--- src/rtl/rbc_pkg.sv ---
package rbc_pkg;

  typedef enum logic [2:0] {
    MODE_TYPE_A,
    MODE_TYPE_ONE,
    MODE_TYPE_THREE,
    MODE_TYPE_B,
    MODE_VICINITY
  } rbc_mode_type;

  // Rate code: 0=106, 1=212, 2=424, 3=848 kbit/s
  typedef logic [1:0] rbc_rate_type;

  localparam int unsigned       RBC_NUM_MODES    = 5;
  localparam logic [9:0]        RBC_PERIOD_106   = 10'h080;
  localparam logic [9:0]        RBC_PERIOD_VIC   = 10'h200;
  localparam logic [9:0]        RBC_SUBCARRIER   = 10'h010;
  // Vicinity gap length, and last count of a two-bit symbol of two bit periods
  localparam logic [7:0]        RBC_VIC_GAP      = 8'h20;
  localparam logic [9:0]        RBC_VIC_SYM_LAST = 10'h3FF;
  localparam rbc_rate_type      RBC_RATE_106     = 2'h0;
  localparam rbc_rate_type      RBC_RATE_212     = 2'h1;
  localparam rbc_rate_type      RBC_RATE_424     = 2'h2;
  localparam rbc_rate_type      RBC_RATE_848     = 2'h3;
  localparam logic [1:0]        RBC_VIC_SLOTS    = 2'h3;
  localparam logic [3:0]        RBC_INV_SLOTS    = 4'hF;

  // Transmit request: a frame of up to 8 bits at a time, MSB first
  typedef struct packed {
    logic         valid;
    rbc_mode_type mode;
    rbc_rate_type rate;
    logic [7:0]   data;
    logic [3:0]   nbits;
  } rbc_tx_req_type;

  typedef struct packed {
    logic       valid;
    logic       bit_val;
    logic       error;
  } rbc_rx_out_type;

endpackage

--- src/rtl/rbc_reader_bit_coding.sv ---
`timescale 1ns/1ps
// Functional notes
// - Five reader modes: type A, type one, type three, type B, vicinity.
// - Type A sends Modified Miller 106-848k; decodes Manchester 106k, BPSK above.
// - Type three uses Manchester both ways at 212/424k, no subcarrier.
// - Type B sends NRZ, decodes BPSK on carrier/16, 106 to 848k.
// - Vicinity mode only 26.48k, single subcarrier.
// - Vicinity transmit uses pulse position, full-depth gaps.
// - Vicinity responses decoded as Manchester subcarrier modulation.
// - Vicinity inventory slots step at the end of each vicinity frame sent.
// - Vicinity uses one-out-of-four PPM, 512 carrier cycles per bit.
module rbc_reader_bit_coding
  import rbc_pkg::*;
#(
  parameter int unsigned SLOT_COUNT = 16
)
(
  input  wire logic           clk,
  input  wire logic           rst,
  input  wire rbc_tx_req_type txReq,
  input  wire logic           inventoryStart,
  input  wire logic           rxPin,
  output logic                txReady,
  output logic                carrierOff,
  output logic                subcarrierRef,
  output rbc_rx_out_type      rxOut,
  output logic [3:0]          inventorySlot,
  output logic                inventoryBusy
);

  typedef enum logic [1:0] {ST_IDLE, ST_TX, ST_RX} rbc_state_type;

  typedef struct packed {
    rbc_state_type state;
    rbc_mode_type  mode;
    rbc_rate_type  rate;
    logic [7:0]    shreg;
    logic [3:0]    bitsLeft;
    logic [9:0]    cnt;
    logic          prevBit;
    logic [3:0]    subCnt;
    logic          carrierOff;
    logic          txReady;
    logic [2:0]    rxSync;
    logic          rxHalf1;
    logic          rxRef;
    logic [9:0]    rxCnt;
    rbc_rx_out_type rxOut;
    logic [3:0]    slot;
    logic          invBusy;
  } rbc_regs_type;

  rbc_regs_type r_r;
  rbc_regs_type r_nxt;

  // Slots are numbered on a four-bit output
  if (SLOT_COUNT < 1 || SLOT_COUNT > 16) begin : gSlotCheck
    $error("SLOT_COUNT must lie between 1 and 16");
  end

  function automatic logic [9:0] bitPeriod(rbc_mode_type m, rbc_rate_type rt);
    if (m == MODE_VICINITY) begin
      return RBC_PERIOD_VIC;
    end
    return RBC_PERIOD_106 >> rt;
  endfunction

  logic [9:0] period;
  logic [9:0] half;
  logic [9:0] quarter;
  logic       rxStable;
  logic       rxLevel;
  logic [9:0] symLast;

  always_comb begin
    period   = bitPeriod(r_r.mode, r_r.rate);
    half     = period >> 1;
    quarter  = period >> 2;
    // A vicinity symbol carries two bits, so it spans two bit periods
    symLast  = (r_r.mode == MODE_VICINITY) ? RBC_VIC_SYM_LAST : period - 10'h001;
    rxStable = (r_r.rxSync[1] == r_r.rxSync[2]);
    rxLevel  = r_r.rxSync[2];
  end

  always_comb begin
    r_nxt = r_r;
    r_nxt.rxOut.valid = 1'b0;
    r_nxt.rxOut.error = 1'b0;
    r_nxt.rxSync = {r_r.rxSync[1:0], rxPin};
    // Subcarrier reference at carrier/16, free running
    r_nxt.subCnt = r_r.subCnt + 4'h1;
    case (r_r.state)
      ST_IDLE: begin
        r_nxt.carrierOff = 1'b0;
        r_nxt.txReady    = 1'b1;
        // Taken only while txReady shows high, as the requester sees it
        if (r_r.txReady && txReq.valid && txReq.nbits != 4'h0) begin
          // Mode and rate frozen for the whole frame
          r_nxt.mode     = txReq.mode;
          r_nxt.rate     = (txReq.mode == MODE_VICINITY) ? RBC_RATE_106 : txReq.rate;
          // Type three runs only at 212 or 424k; other rates are clamped
          if (txReq.mode == MODE_TYPE_THREE && txReq.rate == RBC_RATE_106) begin
            r_nxt.rate = RBC_RATE_212;
          end else if (txReq.mode == MODE_TYPE_THREE && txReq.rate == RBC_RATE_848) begin
            r_nxt.rate = RBC_RATE_424;
          end
          r_nxt.shreg    = txReq.data;
          r_nxt.bitsLeft = txReq.nbits;
          r_nxt.cnt      = 10'h000;
          r_nxt.prevBit  = 1'b0;
          r_nxt.txReady  = 1'b0;
          r_nxt.state    = ST_TX;
        end
      end
      ST_TX: begin
        r_nxt.cnt = r_r.cnt + 10'h001;
        case (r_r.mode)
          MODE_TYPE_A, MODE_TYPE_ONE: begin
            // Modified Miller: pause mid-bit for 1, at start for 0 after 0
            if (r_r.shreg[7]) begin
              r_nxt.carrierOff = (r_r.cnt >= half) && (r_r.cnt < half + quarter);
            end else begin
              r_nxt.carrierOff = !r_r.prevBit && (r_r.cnt < quarter);
            end
          end
          MODE_TYPE_THREE: begin
            r_nxt.carrierOff = (r_r.cnt < half) ? r_r.shreg[7] : !r_r.shreg[7];
          end
          MODE_TYPE_B: begin
            r_nxt.carrierOff = !r_r.shreg[7];
          end
          MODE_VICINITY: begin
            // Two bits pick one of four slots; a full gap in that slot
            r_nxt.carrierOff = (r_r.cnt[9:8] == r_r.shreg[7:6]) &&
                               (r_r.cnt[7:0] < RBC_VIC_GAP);
          end
          default: r_nxt.carrierOff = 1'b0;
        endcase
        if (r_r.cnt == symLast) begin
          r_nxt.cnt     = 10'h000;
          r_nxt.prevBit = r_r.shreg[7];
          if (r_r.mode == MODE_VICINITY) begin
            r_nxt.shreg    = {r_r.shreg[5:0], 2'b00};
            r_nxt.bitsLeft = (r_r.bitsLeft > 4'h1) ? r_r.bitsLeft - 4'h2 : 4'h0;
          end else begin
            r_nxt.shreg    = {r_r.shreg[6:0], 1'b0};
            r_nxt.bitsLeft = r_r.bitsLeft - 4'h1;
          end
          if (r_nxt.bitsLeft == 4'h0) begin
            r_nxt.carrierOff = 1'b0;
            r_nxt.rxCnt      = 10'h000;
            r_nxt.state      = ST_RX;
          end
        end
      end
      ST_RX: begin
        // Symbol timing runs from the end of the frame; no start-of-frame search
        // One symbol per bit period; halves compared for Manchester, first-half level against subCnt[3] for BPSK
        if (rxStable) begin
          r_nxt.rxCnt = r_r.rxCnt + 10'h001;
          if (r_r.rxCnt == quarter) begin
            r_nxt.rxHalf1 = rxLevel ^ ((r_r.mode == MODE_TYPE_B ||
                            (r_r.mode == MODE_TYPE_A && r_r.rate != RBC_RATE_106))
                            ? r_r.subCnt[3] : 1'b0);
          end
          if (r_r.rxCnt == half + quarter) begin
            r_nxt.rxOut.valid = 1'b1;
            if (r_r.mode == MODE_TYPE_B ||
                (r_r.mode == MODE_TYPE_A && r_r.rate != RBC_RATE_106)) begin
              r_nxt.rxOut.bit_val = r_r.rxHalf1;
            end else begin
              // Manchester: halves must differ
              r_nxt.rxOut.bit_val = r_r.rxHalf1;
              r_nxt.rxOut.error   = (r_r.rxHalf1 == rxLevel);
            end
          end
          if (r_r.rxCnt == period - 10'h001) begin
            r_nxt.rxCnt = 10'h000;
          end
        end
        // New frame ends reception; the far side has fallen silent by then
        if (txReq.valid) begin
          r_nxt.state = ST_IDLE;
        end
      end
      default: r_nxt.state = ST_IDLE;
    endcase
    // Inventory slots advance at each transmitted vicinity end-of-frame
    if (inventoryStart && !r_r.invBusy) begin
      r_nxt.invBusy = 1'b1;
      r_nxt.slot    = 4'h0;
    end else if (r_r.invBusy && r_r.state == ST_TX && r_nxt.state == ST_RX &&
                 r_r.mode == MODE_VICINITY) begin
      if (r_r.slot == 4'(SLOT_COUNT - 1)) begin
        r_nxt.invBusy = 1'b0;
      end else begin
        r_nxt.slot = r_r.slot + 4'h1;
      end
    end
  end

  always_ff @(posedge clk or posedge rst) begin
    if (rst) begin
      r_r <= '0;
    end else begin
      r_r <= r_nxt;
    end
  end

  assign txReady       = r_r.txReady;
  assign carrierOff    = r_r.carrierOff;
  assign subcarrierRef = r_r.subCnt[3];
  assign rxOut         = r_r.rxOut;
  assign inventorySlot = r_r.slot;
  assign inventoryBusy = r_r.invBusy;

endmodule

--- config.mk ---
export PLATFORM = sky130hd
export DESIGN_NAME = rbc_reader_bit_coding
export DESIGN_NICKNAME = d
export VERILOG_FILES = /design/src/rtl/rbc_pkg.sv /design/src/rtl/rbc_reader_bit_coding.sv
export SDC_FILE = /design/constraint.sdc
export NUM_CORES = 1
export LEC_CHECK = 0
export BUFFER_PORTS_ARGS = -buffer_cell sky130_fd_sc_hd__clkbuf_2
export CAP_MARGIN = 40
export CORE_MARGIN = 5
export CORE_UTILIZATION = 45
export DETAILED_ROUTE_END_ITERATION = 12
export SLEW_MARGIN = 20
export SYNTH_ARGS = -nofsm -noshare
export SYNTH_HDL_FRONTEND = slang
export SYNTH_SLANG_ARGS = --single-unit
--- constraint.sdc ---
create_clock -name clk -period 5.48 [get_ports clk]
set_input_delay 0.548 -clock clk [delete_from_list [all_inputs] [get_ports clk]]
set_output_delay 0.548 -clock clk [all_outputs]
set_load 0.05 [all_outputs]
Word-level counts from Yosys, hierarchy flattened
Cells that the tools add are included.
W data, S select, Z words.

cells by class
  add/subtract/negate cells = 8
  $lt $le $gt $ge = 6
  eq/ne operators = 23
  shift operators = 1
  multiplexer cells = 38
  bitwise logic cells = 1
  reduce and logical (&&, ||, !) cells = 35

operator list
  operator                 count
  $mux W10                 6
  $pmux W23 S2             1
  $mux W12                 3
  $eq A10 B10 Y1           3
  $mux W30                 1
  $mux W23                 1
  $add A10 B1 Y10 const B  2
  $pmux W10 S2             1
  $mux W13                 1
  $logic_and A1 B1 Y1      12
  $mux W2                  6
  $add A9 B8 Y10           1
  $eq A10 B8 Y1            1
  $ge A10 B9 Y1            1
  $lt A10 B10 Y1           1
  $lt A10 B8 Y1            1
  $lt A10 B9 Y1            1
  $mux W5                  2
  $ne A2 B2 Y1 const B     5
  $reduce_bool A2 Y1       5
  $shr A8 B2 Y10 const A   1
  $sub A10 B1 Y10 const B  1
  $eq A3 B2 Y1 const B     3
  $mux W1                  9
  other kinds (28)         43

word-level totals
  flip-flop bits (word level) = 58
  input port bits = 22
  output and inout port bits = 11
  word-level logic and storage cells = 130

Depth between registers and ports, before layout
Gate-level depths: netlist (run 1).

  word-level depth = 17
  gate-level depth with buffers = 17
  gate-level depth less buffers = 15

Worst setup path before layout (run 1)
Ideal clock, no wire load.

  path type = register to register
  from = register r_r[56] (netlist bit)
  to = register r_r, in the netlist carrierOff
  library setup time = 0.084 ns
  data arrival time = 3.463 ns
  data required time = 5.396 ns
  slack = 1.933 ns
  cell stages (with the launch flop) = 16
  buffers on the path = 2
  clock period less this slack = 3.547 ns
  cells stage by stage = dfrtp_1 > nor3b_2 > buf_2 > buf_1 > nor2_1 > nand2_1 > inv_1 > ha_1 > inv_1 > fa_1 > nor2b_1 > nand2_1 > ha_1 > or4b_2 > o31a_1 > a21boi_0

between the ends
  cells in the longest elaborated chain, start to end = 11
  elaborated cells between the ends (all ways) = 28
  those cells by class = add/sub: 2; order compare: 4; eq/ne: 5; mux: 12; reduce/logical: 5

ends and longest elaborated chain
  element                 RTL line                      RTL
  start, declared         rbc_reader_bit_coding.sv:53   rbc_regs_type r_r;
  start signal, assigned  rbc_reader_bit_coding.sv:206  r_r <= r_nxt;
  $eq A3 B3 Y1            n/a
  $mux W1                 rbc_reader_bit_coding.sv:62   if (m == MODE_VICINITY) begin
  $mux W10                rbc_reader_bit_coding.sv:65   return RBC_PERIOD_106 >> rt;
  $add A9 B8 Y10          rbc_reader_bit_coding.sv:121  r_nxt.carrierOff = (r_r.cnt >= half) && (r_r.cnt < half + quarter);
  $lt A10 B10 Y1          rbc_reader_bit_coding.sv:121
  $logic_and A1 B1 Y1     rbc_reader_bit_coding.sv:121
  $mux W1                 rbc_reader_bit_coding.sv:120  if (r_r.shreg[7]) begin
  $pmux W1 S4             rbc_reader_bit_coding.sv:117  case (r_r.mode)
  $mux W1                 rbc_reader_bit_coding.sv:149  if (r_nxt.bitsLeft == 4'h0) begin
  $mux W1 *               rbc_reader_bit_coding.sv:139  if (r_r.cnt == symLast) begin
  $pmux W1 S2 *           rbc_reader_bit_coding.sv:92   case (r_r.state)

Mark *: on every way between the ends. The rest lies on a longest branch, timed or not. The select of a mux whose other input is x is not followed.
A chain may end at the register's enable or synchronous reset.

Final worst setup path (run 1)
  from = register r_r[56] (netlist bit)
  to = register r_r[50] (netlist bit)

between the ends
  cells in the longest elaborated chain, start to end = 8
  elaborated cells between the ends (all ways) = 13
  those cells by class = add/sub: 1; eq/ne: 3; mux: 8; reduce/logical: 1

ends and longest elaborated chain
  element                             RTL line                                                                                RTL
  $eq A3 B3 Y1 *                      rbc_reader_bit_coding.sv:62, rbc_reader_bit_coding.sv:80, rbc_reader_bit_coding.sv:142
  $mux W1                             rbc_reader_bit_coding.sv:62
  $mux W10                            rbc_reader_bit_coding.sv:65
  $sub A10 B1 Y10                     rbc_reader_bit_coding.sv:80                                                             symLast = (r_r.mode == MODE_VICINITY) ? RBC_VIC_SYM_LAST : period - 10'h001;
  $mux W10                            rbc_reader_bit_coding.sv:80
  $eq A10 B10 Y1                      rbc_reader_bit_coding.sv:139
  $ne A2 B2 Y1 (no source line)       n/a
  $reduce_and A3 Y1 (no source line)  n/a

Marks and branches as above.

==> results of run 1 <==
[cell type report]
type / instances / area (um^2) / area share [%]
Multi-Input combinational cell: 361 / 2550 / 54.0
Sequential cell: 58 / 1450 / 30.7
Timing Repair Buffer: 39 / 236 / 5.00
Tap cell: 129 / 161 / 3.41
Clock buffer: 10 / 138 / 2.91
Inverter: 32 / 120 / 2.54
Clock inverter: 6 / 66.3 / 1.40
[cell usage after synthesis, types with 3 or more instances]
library cell,number
and3_1,9
dfrtp_1,58
o211ai_1,14
buf_2,8
nor3_1,10
nor2b_1,7
nand2_1,41
nor2_1,42
xnor2_1,32
nand3b_1,4
o21ai_0,25
xor2_1,11
nand3_1,16
and2_1,4
or3_1,6
nor4_1,4
buf_4,7
clkbuf_1,12
a21boi_0,3
nand4_1,8
a21oi_1,12
o22ai_1,6
mux2_1,11
inv_1,31
ha_1,34
mux2i_1,11
o21a_1,3
nand2b_1,3
mux2_2,3
[worst min path at each step]
| stage | startpoint | to | slack [ps] |
|---|---|---|---|
| after floorplan | r_nxt[21] | r_nxt[22] | 330 |
| after global placement | r_nxt[21] | r_nxt[22] | 330 |
| after detailed placement | r_nxt[21] | r_nxt[22] | 340 |
| after CTS | rxPin | r_nxt[21] | 300 |
| after global routing | rst | inventorySlot[0] | 130 |
| final | rst | inventorySlot[0] | 130 |
[flip-flops by register name (all words and copies together) (netlist names)]
signal         cells
r_r               45
subcarrierRef      1
carrierOff         1
inventoryBusy      1
rxOut              3
txReady            1
r_nxt              2
inventorySlot      4
[metrics by stage]
| stage | hold slack [ps] | worst slack, ps | instance area (um^2) |
|---|---|---|---|
| detailed placement | 345 | 1240 | 4490 |
| global route | 128 | 913 | 4730 |
| global placement | 333 | 1110 | 4470 |
| finish | 129 | 1220 | 4730 |
| floorplan | 331 | 1930 | 4280 |
| CTS | 300 | 1220 | 4700 |
[routing by layer]
| layer | track usage (%) | wire, um |
|---|---|---|
| met3 | 3.78 | 498 |
| met1 | 25.7 | 4680 |
| met2 | 29.0 | 4680 |
| met4 | 4.78 | 121 |
| met5 | 0 | 0 |
[report_power, final]
group | internal (mW) | switching, mW
sequential | 0.479 | 0.0929
clock | 0.222 | 0.181
combinational | 0.279 | 0.343
total | 0.980 | 0.617
[worst max-delay path: stages, from the launching register on]
cell and delay, ps:
dfrtp_1 430, nor3b_2 180, buf_4 220, inv_2 330
and2_1 330, inv_1 130, ha_1 280, and2_1 200
or3_1 310, a211o_1 340, or3_1 410, o21ai_2 420
buf_8 230, mux2_1 330
[kinds of logic (layout without fill, tap and decap cells)]
logic type / count (synthesis) / in the layout
adders and majority gates: 35 / 35
DFF: 58 / 58
buffers and inverters: 62 / 87
muxes: 25 / 25
xor gates and xnor gates: 44 / 44
AOI/OAI and AO/OA: 94 / 94
and+or+nand+nor: 163 / 163
==> results.yml, run 1 <==
critical_path:
  worst_ep_arrival_time_ps: 4480
  critPathLaunch: "r_r[56]"
  worstRegToRegCells: 13
  timing.rr.end: "r_r[50]"
  worstSetupStartpointType: "flip-flop"
  worst_setup_path_end_kind: "flip-flop"
  critPathRequiredTime_ps: 5700
  r2r_start: "r_r[56]"
  reg2reg_slack_ps: 1220
  timing.critical_path.to: "r_r[50]"
  path_max_fanout: 23
  critPathKind: "reg2reg"
yosys:
  synth.cell_area_um2: 4280
  synth.ff_latch_count: 58
  synth_top_area_share_pct: 33.9
  post-synth-top-area-cell: "dfrtp_1"
  ys_async_sr_fraction_pct: 100
  yosys-top-cells-area: "dfrtp_1, ha_1, xnor2_1, nor2_1, nand2_1"
  synthMuxAreaShare_pct: 6.25
  synth_warnings: 0
  share_of_the_synthesized_area_in_compound_gates_ao_oa_aoi_oai_pct: 14.6
  synth_nets: 538
  dominant_synthesized_flop_cell: "dfrtp_1"
  postSynthAreaPerCell_um2: 8.90
  synth_xor_area_share_pct: 9.35
  synth.yosys.seq_area_share_pct: 33.9
  synth.lib_cells_used.distinct: 63
  post_synth_and_or_nand_nor_area_fraction_pct: 19.0
  synth_adder_area_share_pct: 10.4
  synth_enable_flop_cells: 0
  main_combinational_cell_family_by_area_after_synthesis: "simple AND/OR/NAND/NOR gates"
  syn_inst: 481
finish:
  syn_to_layout_area_delta_pct: 10.4
  most-common-layout-cells: "dfrtp_1, nor2_1, nand2_1"
  n_fill_cell: 871
  fraction_of_layout_instances_using_a_drive_strength_above_1_pct: 13.0
  layout.cells.most_common: "dfrtp_1"
  final_cell_utilization_of_the_core_pct: 51.2
  antennaDiodeCount: 0
  finish.net_count: 558
  finalNonFillerCells: 635
clock_tree:
  postCtsSetupBuffers: 0
  holdBufCountCts: 0
  clock_insertion_delay_worst_skew_ps: 340
  cts_tree: "built"
  clockRootBuffer: "clkbuf_8"
  htreeDepth: 3
  tritoncts_num_sinks: 58
  clk_transition_reported_paths_ps: 70
  cts_buffers: 9
  cts-root-to-sink-buffers: 2
  post_cts_resize_count: 0
power:
  pwr_density_nw_per_um2: 338
  max-vdd-ir-drop_v: 0.000236
  power_consumption_mw: 1.60
  power_leakage_nw: 2.11
floorplan:
  start_util_pct: 46.4
  rows: 35
  fp.dieW_um: 108
  coreArea_um2: 9240
  ioPinCount: 33
  fp.dieH_um: 108
  die-area_um2: 11600
grt:
  pin_count_of_the_biggest_net_entering_global_routing: 59
  number_of_antenna_violations_at_the_first_check_in_global_routing: 0
  first_global_vias: 3436
  grt_first_pass_wirelength_mm: 17.0
  grtUsageTotal_pct: 18.4
  grt_overflow_total: 0
sta:
  slew_headroom_pct: 55.0
  timing.clock.skew_ps: 6.53
  slew_violations: 0
  achievable-frequency_mhz: 235
  setup_repair_after_global_routing_missed_its_margin: "no"
  worst-slew-pin-transition_ps: 672
  setup_tns_ps: 0
  final-hold-violation-count: 0
  finalCriticalPeriod_ps: 4260
  setup_viol: 0
  finalCritPeriodShare_pct: 77.7
placed_design:
  buffer_ports.inserted: 32
  dp.final_hpwl_mm: 7.49
  gp_congestion: 0.845
  placedCellCount: 617
detailed_routing:
  drt_iter0_markers: 248
  antenna_viol_nets_final: 0
  first_pass_iters: 5
  route.detailed.drc: 0
  drt-total-wl_mm: 9.97
  vias: 3476
  vias_per_cell: 5.47
  detail_route.wl_per_cell_um: 15.7
worst_hold_path:
  min_delay_worst_type: "in2async"
flow_run:
  drv_cap: 0
status:
  status: "finished, final reports clean"
No activity file was read; power rests on OpenSTA's default activity.
==> inputs of run 2 (changes only) <==
- PLACE_DENSITY: not set -> 0.65
- clock period: 5.48 -> 3.6 ns (I/O delays scaled with it)
==> run 2 against run 1 <==
First-iteration DRC count shrank 13%. Register-to-register slack lost 960 ps. Worst hold slack gained 4.3 ps. Core utilization grew 0.61 points. Clock skew grew 3.7 ps. Sequential share of layout area shrank 0.31 points. Maximum frequency grew 27%. Power grew 51%. Setup slack lost 960 ps. Critical endpoint is now r_r[46].
==> results.yml, run 2 (synthesized netlist as in run 1, its figures left out) <==
status:
  status: "finished, final reports clean"
finish:
  layout.cells.most_common: "dfrtp_1"
  largest_register: "r_r"
  syn_to_layout_area_delta_pct: 11.7
  fraction_of_layout_instances_using_a_drive_strength_above_1_pct: 15.9
  n_fill_cell: 888
  antennaDiodeCount: 0
  largest_register_ffs: 45
  most-common-layout-cells: "dfrtp_1, nor2_1, nand2_1"
  finish.net_count: 568
  multiInputGateArea_um2: 2570
  regArea_um2: 1450
clock_tree:
  cts-root-to-sink-buffers: 2
  cts_tree: "built"
  htreeDepth: 3
  cts_buffers: 9
  tritoncts_num_sinks: 58
  clockRootBuffer: "clkbuf_8"
  clk_transition_reported_paths_ps: 60
  clock_insertion_delay_worst_skew_ps: 350
sta:
  worst-slew-pin-transition_ps: 781
  timing.clock.skew_ps: 10.3
  setup_viol: 0
  final-hold-violation-count: 0
  setup_tns_ps: 0
  finalCriticalPeriod_ps: 3340
  slew_violations: 0
  setup_repair_after_global_routing_missed_its_margin: "no"
  worst_hold_slack_ps: 133
  achievable-frequency_mhz: 299
  finalCritPeriodShare_pct: 92.8
  slew_headroom_pct: 47.7
grt:
  grt_first_pass_wirelength_mm: 17.6
  number_of_antenna_violations_at_the_first_check_in_global_routing: 0
  first_global_vias: 3549
  grt_overflow_total: 0
  pin_count_of_the_biggest_net_entering_global_routing: 31
  grtUsageTotal_pct: 19.1
critical_path:
  critPathKind: "reg2reg"
  path_max_fanout: 13
  worstRegToRegCells: 12
  worst_ep_arrival_time_ps: 3560
  worst_setup_path_end_kind: "flip-flop"
  critPathRequiredTime_ps: 3820
  worstSetupStartpointType: "flip-flop"
detailed_routing:
  drt-total-wl_mm: 10.3
  drt_iter0_markers: 217
  vias_per_cell: 5.57
  antenna_viol_nets_final: 0
  vias: 3589
  route.detailed.drc: 0
  detail_route.wl_per_cell_um: 16.0
  first_pass_iters: 4
placed_design:
  dp.final_hpwl_mm: 7.66
  gp_congestion: 0.876
  buffer_ports.inserted: 32
floorplan:
  coreArea_um2: 9240
  die-area_um2: 11600
  ioPinCount: 33
  fp.dieH_um: 108
  fp.dieW_um: 108
  start_util_pct: 46.4
  rows: 35
power:
  power_leakage_nw: 2.16
  pwr_density_nw_per_um2: 503
  power_consumption_mw: 2.41
  max-vdd-ir-drop_v: 0.000229
worst_hold_path:
  timing.hold.worst_path_depth: 1
  min_delay_worst_type: "in2reg"
flow_run:
  drv_cap: 0
==> run 2: changes by cell type in the layout (fill, tap and decap cells not counted), sizes merged <==
cell / change
clkinvlp: -3
clkbuf: +1
clkinv: +1
buf: +10
dlygate4sd3: +1
bufinv: -1
==> run 2: final timing paths <==
path	start	endpoint	slack (ps)
worst min register to register	r_nxt[21]	r_nxt[22]	350
worst min-delay path	rxPin	r_nxt[21]	130
min in group asynchronous	rst	r_r[26]	540
max in group asynchronous	rst	r_r[51]	2310
worst max register to register	r_r[56]	r_r[46]	260
worst max-delay path	r_r[56]	r_r[46]	260
==> run 2: through the flow <==
stage               worst slack, ps  util, %  cell area (um^2)  instances
floorplan                      53.5        -              4280        481
global placement                226     49.4              4560        627
detailed placement              110     49.6              4580        628
CTS                            89.8     51.5              4760        644
global route                   9.74     51.8              4780        644
finish                          259     51.8              4780        644
==> run 2: worst max-delay path, stage by stage (launching register included) <==
cell and delay (ps):
dfrtp_1 380, nor3b_4 160, inv_2 120, buf_6 200
nand2_1 150, ha_1 210, and2_1 180, or3_1 330
a211o_1 340, or3_1 410, o21ai_2 140, buf_4 240
mux2_1 350
==> run 2: repair_timing <==
item | CTS | global route
hold buffers | 1 | 0
buffers inserted | 0 | 0
hold endpoints to repair | 9 | 0
gates resized for setup | 0 | 10
endpoints found under the setup margin | 0 | 22
==> run 2: cell type report <==
class / instances / area share [%]
clock buffers: 12 / 3.24
multi-input cells: 361 / 53.8
inverters: 32 / 2.51
clock inverters: 3 / 0.314
well taps: 129 / 3.37
repair buffers: 49 / 6.41
flip-flops and latches: 58 / 30.4
==> run 2: report_power, final <==
part           internal, mW  leakage (nW)  switching (mW)
registers             0.730         0.728           0.154
clock network         0.280        0.0920           0.264
logic                 0.451          1.34           0.527
==> run 2: layer usage <==
metal	GRT usage [%]	wire, um	vias up
met1	26.2	4900	1737
met4	5.14	103	0
met2	30.2	4680	90
li1	-	-	1751
met3	4.44	624	11
met5	0	0	-
